File: src/hw/mra_pkg.sv
// Shared constants, types and register map of the memory-reference addressing block.
package mra_pkg;
  localparam int ADDR_W = 15;
  localparam int DATA_W = 16;
  localparam int MEM_WORDS_DEF = 32768;
  localparam int IW_INDIRECT_BIT = 15;
  localparam int IW_PAGE_BIT = 10;
  localparam int IW_OP_HI = 14;
  localparam int IW_OP_LO = 11;
  localparam int IW_INPAGE_HI = 9;
  localparam int MA_STACK_HI = 14;
  localparam int MA_STACK_LO = 13;
  localparam int MA_MODULE_BIT = 12;
  localparam logic [3:0] OP_NON_MRG = 4'h0;
  localparam logic [3:0] OP_LOAD_A = 4'h6;
  localparam logic [3:0] OP_STORE_A = 4'h7;
  localparam logic [3:0] REG_CTRL = 4'h0;
  localparam logic [3:0] REG_STATUS = 4'h1;
  localparam logic [3:0] REG_PC = 4'h2;
  localparam logic [3:0] REG_ACC = 4'h3;
  localparam logic [3:0] REG_INSTR = 4'h4;
  localparam logic [3:0] REG_MADDR = 4'h5;
  localparam logic [3:0] REG_PANEL_ADDR = 4'h6;
  localparam logic [3:0] REG_PANEL_DATA = 4'h7;
  localparam logic [3:0] REG_SCRATCH1 = 4'h8;
  localparam int CTRL_RUN_BIT = 0;
  localparam int CTRL_PANEL_BIT = 1;
  localparam logic [14:0] PC_RST = 15'h0000;
  localparam logic [15:0] WORD_RST = 16'h0000;
  localparam logic [31:0] BUS_ZERO = 32'h0000_0000;

  typedef enum {
    S_FETCH_ADDR,
    S_FETCH_MEM,
    S_FETCH_DEC,
    S_IND_MEM,
    S_EXEC_MEM,
    S_EXEC_DONE
  } mra_state_type;

  typedef enum logic [1:0] {
    PH_FETCH,
    PH_INDIRECT,
    PH_EXECUTE
  } mra_phase_type;

  typedef struct packed {
    logic req;
    logic we;
    logic [1:0] stack;
    logic module_sel;
    logic [14:0] addr;
    logic [15:0] wdata;
  } mra_mem_req_type;

  typedef struct packed {
    logic ack;
    logic [15:0] rdata;
  } mra_mem_rsp_type;
endpackage

File: src/hw/mra_addressing.sv
// Phase sequencer and operand address former for memory-reference instructions.
`timescale 1ns/1ns
module mra_addressing #(
  parameter int MEM_WORDS = mra_pkg::MEM_WORDS_DEF
) (
  input wire logic I_CORE_CLK,
  input wire logic I_RST,
  input wire logic [5:0] I_AVS_ADDRESS,
  input wire logic I_AVS_READ,
  input wire logic I_AVS_WRITE,
  input wire logic [31:0] I_AVS_WRITEDATA,
  input wire logic [3:0] I_AVS_BYTEENABLE,
  output logic [31:0] O_AVS_READDATA,
  output logic O_AVS_WAITREQUEST,
  output mra_pkg::mra_mem_req_type O_MEM,
  input wire mra_pkg::mra_mem_rsp_type I_MEM
);
  import mra_pkg::*;

  function automatic logic is_mrg(input logic [15:0] iw);
    return iw[IW_OP_HI:IW_OP_LO] != OP_NON_MRG;
  endfunction

  function automatic logic is_store(input logic [15:0] iw);
    return iw[IW_OP_HI:IW_OP_LO] == OP_STORE_A;
  endfunction

  function automatic logic [15:0] page_addr(input logic [15:0] iw, input logic [14:0] cur);
    return iw[IW_PAGE_BIT] ? {1'b0, cur[14:10], iw[IW_INPAGE_HI:0]}
                           : {6'h00, iw[IW_INPAGE_HI:0]};
  endfunction

  function automatic logic [31:0] merge_be(input logic [31:0] old, input logic [31:0] wd,
                                           input logic [3:0] be);
    logic [31:0] res;
    res = old;
    for (int i = 0; i < 4; i++) begin
      if (be[i]) begin
        res[i*8 +: 8] = wd[i*8 +: 8];
      end
    end
    return res;
  endfunction

  mra_state_type state, next_state;
  logic [14:0] p, next_p, m, next_m, panel_addr, next_panel_addr;
  logic [15:0] t, next_t, ir, next_ir, sp1, next_sp1, a, next_a;
  logic [15:0] panel_data, next_panel_data;
  logic run, next_run, panel_pend, next_panel_pend, exec_store, next_exec_store;
  logic bus_ack;
  logic [31:0] next_readdata;
  mra_mem_req_type next_mem;

  wire bus_req = I_AVS_READ | I_AVS_WRITE;
  wire wr_fire = I_AVS_WRITE & bus_ack;
  wire [3:0] reg_sel = I_AVS_ADDRESS[5:2];
  wire [31:0] ctrl_word = {30'h0000_0000, panel_pend, run};
  wire [31:0] wr_merged_pc = merge_be({17'h0_0000, p}, I_AVS_WRITEDATA, I_AVS_BYTEENABLE);
  wire [31:0] wr_merged_a = merge_be({16'h0000, a}, I_AVS_WRITEDATA, I_AVS_BYTEENABLE);
  wire [31:0] wr_merged_pa = merge_be({17'h0_0000, panel_addr}, I_AVS_WRITEDATA,
                                      I_AVS_BYTEENABLE);
  wire [31:0] wr_merged_pd = merge_be({16'h0000, panel_data}, I_AVS_WRITEDATA,
                                      I_AVS_BYTEENABLE);
  wire [31:0] wr_merged_ctrl = merge_be(ctrl_word, I_AVS_WRITEDATA, I_AVS_BYTEENABLE);

  wire in_mem = (state == S_FETCH_MEM) | (state == S_IND_MEM) | (state == S_EXEC_MEM);
  wire addr_absent = {2'b00, m} >= 17'(MEM_WORDS);
  wire addr_acc = m == PC_RST;
  wire local_acc = addr_absent | addr_acc;
  wire mem_done = in_mem & (local_acc | (O_MEM.req & I_MEM.ack));
  wire wr_cycle = (state == S_EXEC_MEM) & exec_store;
  wire [15:0] rd_word = addr_acc ? a : (addr_absent ? WORD_RST : I_MEM.rdata);
  wire [15:0] dec_addr = page_addr(t, m);
  wire mrg_now = is_mrg(t);

  mra_phase_type phase;
  assign phase = (state == S_IND_MEM) ? PH_INDIRECT :
                 ((state == S_EXEC_MEM) | (state == S_EXEC_DONE)) ? PH_EXECUTE : PH_FETCH;

  assign O_AVS_WAITREQUEST = bus_req & ~bus_ack;

  always_comb begin
    unique case (reg_sel)
      REG_CTRL: next_readdata = ctrl_word;
      REG_STATUS: next_readdata = {28'h000_0000, O_MEM.req, 1'b0, phase};
      REG_PC: next_readdata = {17'h0_0000, p};
      REG_ACC: next_readdata = {16'h0000, a};
      REG_INSTR: next_readdata = {16'h0000, ir};
      REG_MADDR: next_readdata = {17'h0_0000, m};
      REG_PANEL_ADDR: next_readdata = {17'h0_0000, panel_addr};
      REG_PANEL_DATA: next_readdata = {16'h0000, panel_data};
      REG_SCRATCH1: next_readdata = {16'h0000, sp1};
      default: next_readdata = BUS_ZERO;
    endcase
  end

  always_comb begin
    next_state = state;
    next_p = p;
    next_m = m;
    next_t = t;
    next_ir = ir;
    next_sp1 = sp1;
    next_a = a;
    next_run = run;
    next_panel_pend = panel_pend;
    next_exec_store = exec_store;
    next_panel_addr = panel_addr;
    next_panel_data = panel_data;
    if (wr_fire) begin
      unique case (reg_sel)
        REG_CTRL: begin
          next_run = wr_merged_ctrl[CTRL_RUN_BIT];
          next_panel_pend = panel_pend | wr_merged_ctrl[CTRL_PANEL_BIT];
        end
        REG_PC: next_p = wr_merged_pc[14:0];
        REG_ACC: next_a = wr_merged_a[15:0];
        REG_PANEL_ADDR: next_panel_addr = wr_merged_pa[14:0];
        REG_PANEL_DATA: next_panel_data = wr_merged_pd[15:0];
        default: next_run = run;
      endcase
    end
    unique case (state)
      S_FETCH_ADDR: begin
        if (panel_pend) begin
          next_m = panel_addr;
          next_t = panel_data;
          next_exec_store = 1'b1;
          next_panel_pend = wr_fire & (reg_sel == REG_CTRL) & wr_merged_ctrl[CTRL_PANEL_BIT];
          next_state = S_EXEC_MEM;
        end else if (run) begin
          next_m = p;
          next_state = S_FETCH_MEM;
        end
      end
      S_FETCH_MEM: begin
        if (mem_done) begin
          next_t = rd_word;
          next_state = S_FETCH_DEC;
        end
      end
      S_FETCH_DEC: begin
        next_ir = t;
        next_p = p + 15'h0001;
        next_exec_store = mrg_now & is_store(t);
        if (mrg_now) begin
          next_sp1 = dec_addr;
          next_m = dec_addr[14:0];
          if (is_store(t)) begin
            next_t = a;
          end
        end
        if (!mrg_now) begin
          next_state = S_EXEC_DONE;
        end else if (t[IW_INDIRECT_BIT]) begin
          next_state = S_IND_MEM;
        end else begin
          next_state = S_EXEC_MEM;
        end
      end
      S_IND_MEM: begin
        if (mem_done) begin
          next_sp1 = rd_word;
          next_m = rd_word[14:0];
          if (!rd_word[IW_INDIRECT_BIT]) begin
            next_state = S_EXEC_MEM;
            if (exec_store) begin
              next_t = a;
            end
          end
        end
      end
      S_EXEC_MEM: begin
        if (mem_done) begin
          next_state = S_EXEC_DONE;
          if (exec_store) begin
            if (addr_acc) begin
              next_a = t;
            end
          end else begin
            next_t = rd_word;
            if (ir[IW_OP_HI:IW_OP_LO] == OP_LOAD_A) begin
              next_a = rd_word;
            end
          end
        end
      end
      S_EXEC_DONE: next_state = S_FETCH_ADDR;
    endcase
  end

  always_comb begin
    next_mem = O_MEM;
    if (in_mem & ~local_acc & ~O_MEM.req) begin
      next_mem.req = 1'b1;
      next_mem.we = wr_cycle;
      next_mem.addr = m;
      next_mem.stack = m[MA_STACK_HI:MA_STACK_LO];
      next_mem.module_sel = m[MA_MODULE_BIT];
      next_mem.wdata = t;
    end else if (I_MEM.ack) begin
      next_mem.req = 1'b0;
      next_mem.we = 1'b0;
    end
  end

  always_ff @(posedge I_CORE_CLK) begin
    if (I_RST) begin
      state <= S_FETCH_ADDR;
      p <= PC_RST;
      m <= PC_RST;
      panel_addr <= PC_RST;
      {t, ir, sp1, a, panel_data} <= {5{WORD_RST}};
      {run, panel_pend, exec_store, bus_ack} <= 4'h0;
      O_MEM <= '0;
      O_AVS_READDATA <= BUS_ZERO;
    end else begin
      state <= next_state;
      {p, m, panel_addr} <= {next_p, next_m, next_panel_addr};
      {t, ir, sp1, a, panel_data} <= {next_t, next_ir, next_sp1, next_a, next_panel_data};
      {run, panel_pend, exec_store} <= {next_run, next_panel_pend, next_exec_store};
      bus_ack <= bus_req & ~bus_ack;
      O_MEM <= next_mem;
      if (I_AVS_READ & ~bus_ack) begin
        O_AVS_READDATA <= next_readdata;
      end
    end
  end
endmodule

File: config.mk
export PLATFORM = sky130hd
export DESIGN_NAME = mra_addressing
export DESIGN_NICKNAME = d
export VERILOG_FILES = /design/src/hw/mra_pkg.sv /design/src/hw/mra_addressing.sv
export SDC_FILE = /design/constraint.sdc
export NUM_CORES = 1
export LEC_CHECK = 0
export ABC_AREA = 0
export BUFFER_PORTS_ARGS = -buffer_cell sky130_fd_sc_hd__buf_2
export CORE_UTILIZATION = 30
export DETAILED_ROUTE_END_ITERATION = 16
export PLACE_DENSITY = 0.46
export SETUP_SLACK_MARGIN = 0.5
export SLEW_MARGIN = 5
export SYNTH_ARGS = -nofsm -noshare
export SYNTH_HDL_FRONTEND = slang
export SYNTH_SLANG_ARGS = --single-unit
File: constraint.sdc
create_clock -name I_CORE_CLK -period 2.3 [get_ports I_CORE_CLK]
set_input_delay 0.46 -clock I_CORE_CLK [delete_from_list [all_inputs] [get_ports I_CORE_CLK]]
set_output_delay 0.46 -clock I_CORE_CLK [all_outputs]
set_load 0.1 [all_outputs]
; ---- Word level (Yosys, flattened, before mapping)
; Index checks and enable logic that the tools add are counted.
[classes]
n_reduce_logical = 25
n_bitwise = 20
mux = 54
eq_ne = 29
add_sub_neg = 1
[ops]
columns = cell, n
row1 = $mux W16, 18
row2 = $mux W32, 6
row3 = $pmux W32 S6, 1
row4 = $pmux W16 S9, 1
row5 = $mux W15, 8
row6 = $eq A32 B2 Y1 const B, 3
row7 = $eq A32 B3 Y1 const B, 3
row8 = $pmux W16 S5, 1
row9 = $eq A32 B4 Y1 const B, 2
row10 = $pmux W15 S3, 1
row11 = $eq A32 B1 Y1 const B, 1
row12 = $logic_not A32 Y1, 1
row13 = $pmux W16 S2, 1
row14 = $eq A4 B3 Y1 const B, 6
row15 = $mux W8, 3
row16 = $reduce_and A3 Y1, 8
row17 = $ne A2 B2 Y1 const B, 9
row18 = $add A15 B1 Y15 const B, 1
row19 = $logic_not A15 Y1, 1
row20 = $reduce_bool A2 Y1, 7
row21 = $and A1 B1 Y1, 11
row22 = $mux W2, 5
row23 = $reduce_and A10 Y1, 1
row24 = $eq A4 B2 Y1 const B, 2
row25 = 16 further kinds, 28
[totals]
elab_cells = 152
input_bits = 63
output_inout_bits = 69
regBits = 229

; ---- Depth between registers and ports, before layout
[depth]
depth_word = 7
ltp_mapped = 10
mapped_depth_nobuf = 7

; ---- Worst setup path after synthesis
; No wires, ideal clock.
[synth_timing]
path_type = flip-flop to flip-flop
start = reg O_MEM[35] (netlist name)
end = reg t[7]
path_slack_ns = -0.132
t_arrival_ns = 2.353
synth_period_minus_slack_ns = 2.432
t_required_ns = 2.221
setup_ns = 0.079
stages_incl_launch_ff = 10
path_buffers = 3
path_cell_list = dfxtp_1 > and2_0 > clkbuf_1 > a21boi_1 > o21ai_4 > and3_1 > buf_6 > buf_12 > nor2_1 > a211oi_2
[synth_between]
elab_chain_cells = 5
word_cells_on_any_way = 7
classes_between = 3 x eq/ne / 3 x bitwise / 1 x reduce/logical
[synth_rtl]
columns = item, line_no
row1 = from (decl), mra_addressing.sv:15  ; output mra_pkg::mra_mem_req_type O_MEM,
row2 = from (signal assigned), mra_addressing.sv:223  ; O_MEM <= next_mem;
row3 = $and A1 B1 Y1 (*), mra_addressing.sv:70  ; wire mem_done = in_mem & (local_acc | (O_MEM.req & I_MEM.ack));
row4 = $or A1 B1 Y1 (*), mra_addressing.sv:70
row5 = $and A1 B1 Y1 (*), mra_addressing.sv:70
row6 = $ne A2 B2 Y1 (no line), n/a
row7 = $reduce_and A10 Y1 (no line) (*), n/a
row8 = to (signal assigned), mra_addressing.sv:213  ; {t, ir, sp1, a, panel_data} <= {5{WORD_RST}};
row9 = to (signal assigned), mra_addressing.sv:220  ; {t, ir, sp1, a, panel_data} <= {next_t, next_ir, next_sp1, next_a, next_panel_data};
row10 = to (decl), mra_addressing.sv:47  ; logic [15:0] t, next_t, ir, next_ir, sp1, next_sp1, a, next_a;
; Every way passes the cells marked *; elsewhere a longest branch is shown, timed or not.
; A chain may end at the register's enable or synchronous reset.

; ---- Final worst setup path
[layout_timing]
start = reg m[13]
end = reg a[1]
[layout_between]
elab_chain_cells = 6
word_cells_on_any_way = 9
classes_between = 6 x mux / 2 x bitwise / 1 x reduce/logical
[layout_rtl]
columns = item, line_no
row1 = from (decl), mra_addressing.sv:46  ; logic [14:0] p, next_p, m, next_m, panel_addr, next_panel_addr;
row2 = from (signal assigned), mra_addressing.sv:219  ; {p, m, panel_addr} <= {next_p, next_m, next_panel_addr};
row3 = $logic_not A15 Y1 (*), mra_addressing.sv:68  ; wire addr_acc = m == PC_RST;
row4 = $mux W16, mra_addressing.sv:72  ; wire [15:0] rd_word = addr_acc ? a : (addr_absent ? WORD_RST : I_MEM.rdata);
row5 = $mux W16, mra_addressing.sv:182  ; if (ir[IW_OP_HI:IW_OP_LO] == OP_LOAD_A) begin
row6 = $mux W16, mra_addressing.sv:176  ; if (exec_store) begin
row7 = $mux W16 (*), mra_addressing.sv:174  ; if (mem_done) begin
row8 = $mux W16 (*), mra_addressing.sv:123  ; unique case (state)
row9 = to (signal assigned), mra_addressing.sv:213
row10 = to (signal assigned), mra_addressing.sv:220
row11 = to (decl), mra_addressing.sv:47
; Marks and branches as above.

==> results.txt <==
Of the total power, the share spent switching nets is 34.6%. The HPWL after detailed placement is 26.3 mm. The number of different library cells used by synthesis comes to 69. The area of the die came out at 32,200 µm². The worst setup path is of the register to register kind. The worst-skew pair later-pin latency came out at 0.44 ns. The number of max-cap violations came out at 0. Counting flops with an async set or reset pin after synthesis yields a share of 0%. Measured against its own limit, the worst slew margin works out to 56.0%. From synthesis to final layout, the design area changed by 32.6%. The initialized floorplan defines 64 standard-cell rows. The buffer and inverter count on the worst path is 4.

The global placer's final weighted congestion came out at 0.902. The starting density of the core is 30.7%. The number of optimization iterations in the first detailed-route pass is 8. The count of synthesis-stage warnings from yosys came out at 0. The sequential power share came out at 38.2%. The internal power contribution is 6130 µW.

Leaving out fill and tap cells, the most frequent cell in the layout is dfxtp_1. The tree is rooted in a clkbuf_16. The share of cells above drive strength 1 came out at 34.0%. The actual transition at the worst max-transition pin came out at 0.658 ns. The cell count after synthesis is 1,129.

Input and output buffers added on the ports amount to 95. The part of the total power dissipated in combinational logic is 27.2%. For this design the static power due to leakage is 0.00451 µW. The per-instance average area after synthesis came out at 8.36 µm².

The repair_antennas step left the layout with diodes totalling 0. After detailed routing, the number of vias per cell comes to 5.51. In the synthesized netlist the dominant register cell turns out to be dfxtp_1. The final setup slack of the worst path is 0.280 ns. The number of buffers created by CTS is 17. Among the stages of the critical path, the cell type that occurs most often is buf_12. The count of pins over their slew limit is 0. In this run, placement finished with an instance count of 1,614. The min-delay analysis places its worst path in the category input pin to register. Clock skew on the completed layout was measured at 0.0102 ns.

In the global route stage, overall resource usage came out at 23.0%. Counting flops with a built-in enable in the synthesized netlist gives 0. The per-cell routed wire length is 21.9 µm. The number of fill cells is 3,104.

The clock drives 181 sinks. The critical path goes through nor4_4, and4_4, buf_12, buf_12, mux2i_4, buf_4, inv_2, o22ai_2, a221oi_2. The critical path arrival came out at 2.34 ns. For this run, the slowest stage of the critical path takes 0.37 ns.

Sequential cells were found to cover 38.4% of the synthesized design area. The top cell types in the final layout, fill and taps aside, are dfxtp_1 (156), nand2_1 (134), nor2_1 (110). The sequential cells in the finished layout cover a total of 3660 µm². The worst slack at placement is 0.0761 ns. The sort of element at the end of the critical path is a register. The number of synthesized register bits came out at 181.

Broken down by cell family, the worst path's largest delay share belongs to simple AND/OR/NAND/NOR gates. Counting I/O delays and the setup requirement, the final critical path takes 2.02 ns. The post-route clock period utilization is 87.8%. Setup repair after global routing could not meet its margin everywhere. The analysis attributes to net switching a power of 3240 µW.

The first-pass GRT wire length came out at 55.3 mm. The via total after detailed routing is 9,243. Summed over all failing endpoints, the final setup total negative slack is 0 ns. The upper clock frequency limit came out at 0.495 GHz. The clock-pin slew on the worst setup and hold paths is 0.08 ns.

The area used by multi-input combinational logic is 5860 µm². The required time of the critical path is 2.62 ns. The cell area after synthesis is 9440 µm². The area inside the core boundary came out at 30,700 µm². From left edge to right edge, the die measures 179 µm. The number of remaining DRC errors is 0.

The number of ports placed on the die boundary came out at 132. The number of global-route vias before repair came out at 8,834. The hold-fix buffer count after cts is 0.

TritonCTS built the clock tree. The worst setup path is launched from a register. The die is 179 µm tall.

The highest ir drop seen on vdd is 552 µV. The total grt overflow came out at 0. Excluding fillers, the count of instances in the completed layout stands at 1,679. The DRC violation total after the first TritonRoute iteration came out at 973.

The maximum number of pins on one net before global-route repair came out at 48. The slowest stage of the critical path belongs to the cell dfxtp_4. The final-report hold violation count is 0.

Of the total power, the clock network draws 34.6%. The H-tree was split into 4 levels. The initial antenna violation count is 0. The number of nets still failing antenna checks after routing is 0. The maximum fanout count along the critical path is 6. The final routed wirelength across all metal layers came out at 36.8 mm. The flow ran to the end, and the final reports show no timing, DRC or antenna violations. Setup violations remaining at the end of the flow were counted as 0.

Power spread over the standard cell area amounts to 749 nW/µm². The number of nets at the end of the flow is 1,334. The number of buffers on the longest clock path is 2.
[what timing repair did]
item	CTS	global route
setup endpoints to repair	118	122
resized for setup	113	68
pin swaps	30	33
setup buffers	14	11
gates cloned	7	1
[synth_stat cells (all sizes together), types with 16 or more instances]
master	count	area share, %
nand3	27	1.4
a221oi	38	4.2
o21ai	22	1.3
a222oi	17	1.8
nand2b	17	1.1
nor3	23	1.5
nand2	141	5.7
a211oi	16	1.3
mux2i	75	8.0
o22ai	28	1.9
inv	26	1.0
clkbuf	47	1.9
o211ai	27	2.1
a21oi	115	6.3
a22oi	32	2.5
dfxtp	181	38
buf	63	4.6
nor2	130	5.7
[area by class of cell]
type | count | area share [%]
multi-input cells | 830 | 46.8
flip-flops and latches | 181 | 29.3
repair buffers | 214 | 14.0
well taps | 396 | 3.96
clock buffers | 19 | 3.62
clock inverters | 13 | 1.49
inverters | 26 | 0.780
[logic make-up (layout without fill, tap and decap cells)]
group | Yosys count | count (layout) | synth area share [%]
AND/OR/NAND/NOR | 384 | 387 | 19.3
AO/OA/AOI/OAI | 335 | 335 | 24.9
flip-flops | 181 | 181 | 38.4
buffers and inverters | 136 | 272 | 7.46
multiplexers | 89 | 89 | 9.63
XOR/XNOR | 2 | 2 | 0.186
adder cells (fa/ha/maj) | 1 | 1 | 0.133
other | 1 | 16 | 0.0397
[path summary, 6_finish.rpt]
kind              depth (start not counted)   endpoint  slack, ns        from
setup / recovery                          9       a[1]       0.28       m[13]
hold / removal                            3    bus_ack       0.31  I_AVS_READ
setup reg to reg                          9       a[1]       0.28       m[13]
hold reg to reg                           2  O_MEM[17]       0.45   O_MEM[17]
[sequential cells by signal, indices dropped and copies added, names as in the netlist, 16 cells and up]
name	flops
O_MEM	33
ir	16
a	16
panel_data	16
t	16
sp1	16
O_AVS_READDATA	16
[through the flow]
stage	cell area [µm²]	hold slack [ns]	total power [µW]	util [%]
floorplan	9550	0.436	4920	-
global placement	10700	0.441	5620	34.9
detailed placement	10700	0.444	5620	34.9
CTS	12100	0.309	9220	39.4
global route	12500	0.337	9730	40.7
finish	12500	0.314	9370	40.7
[power by group through the flow]
stage	Clock [µW]	Sequential, µW	Combinational [µW]
floorplan	0	3510	1410
detailed placement	0	3610	2010
global placement	0	3610	2000
global route	3430	3600	2710
CTS	3290	3550	2370
finish	3240	3580	2550
[tightest hold or removal path, stage by stage]
cell and delay (ns):
buf_2 0.09, nor2_1 0.05, nor3_1 0.11
[per-layer routing]
layer / vias up / global-route usage [%] / wire [µm]
li1: 4392 / - / -
met2: 358 / 34.8 / 15900
met1: 4453 / 34.2 / 18000
met3: 40 / 2.70 / 2210
met5: - / 0 / 0
met4: 0 / 6.34 / 608
Note: power is estimated with default switching activity, not from simulation.
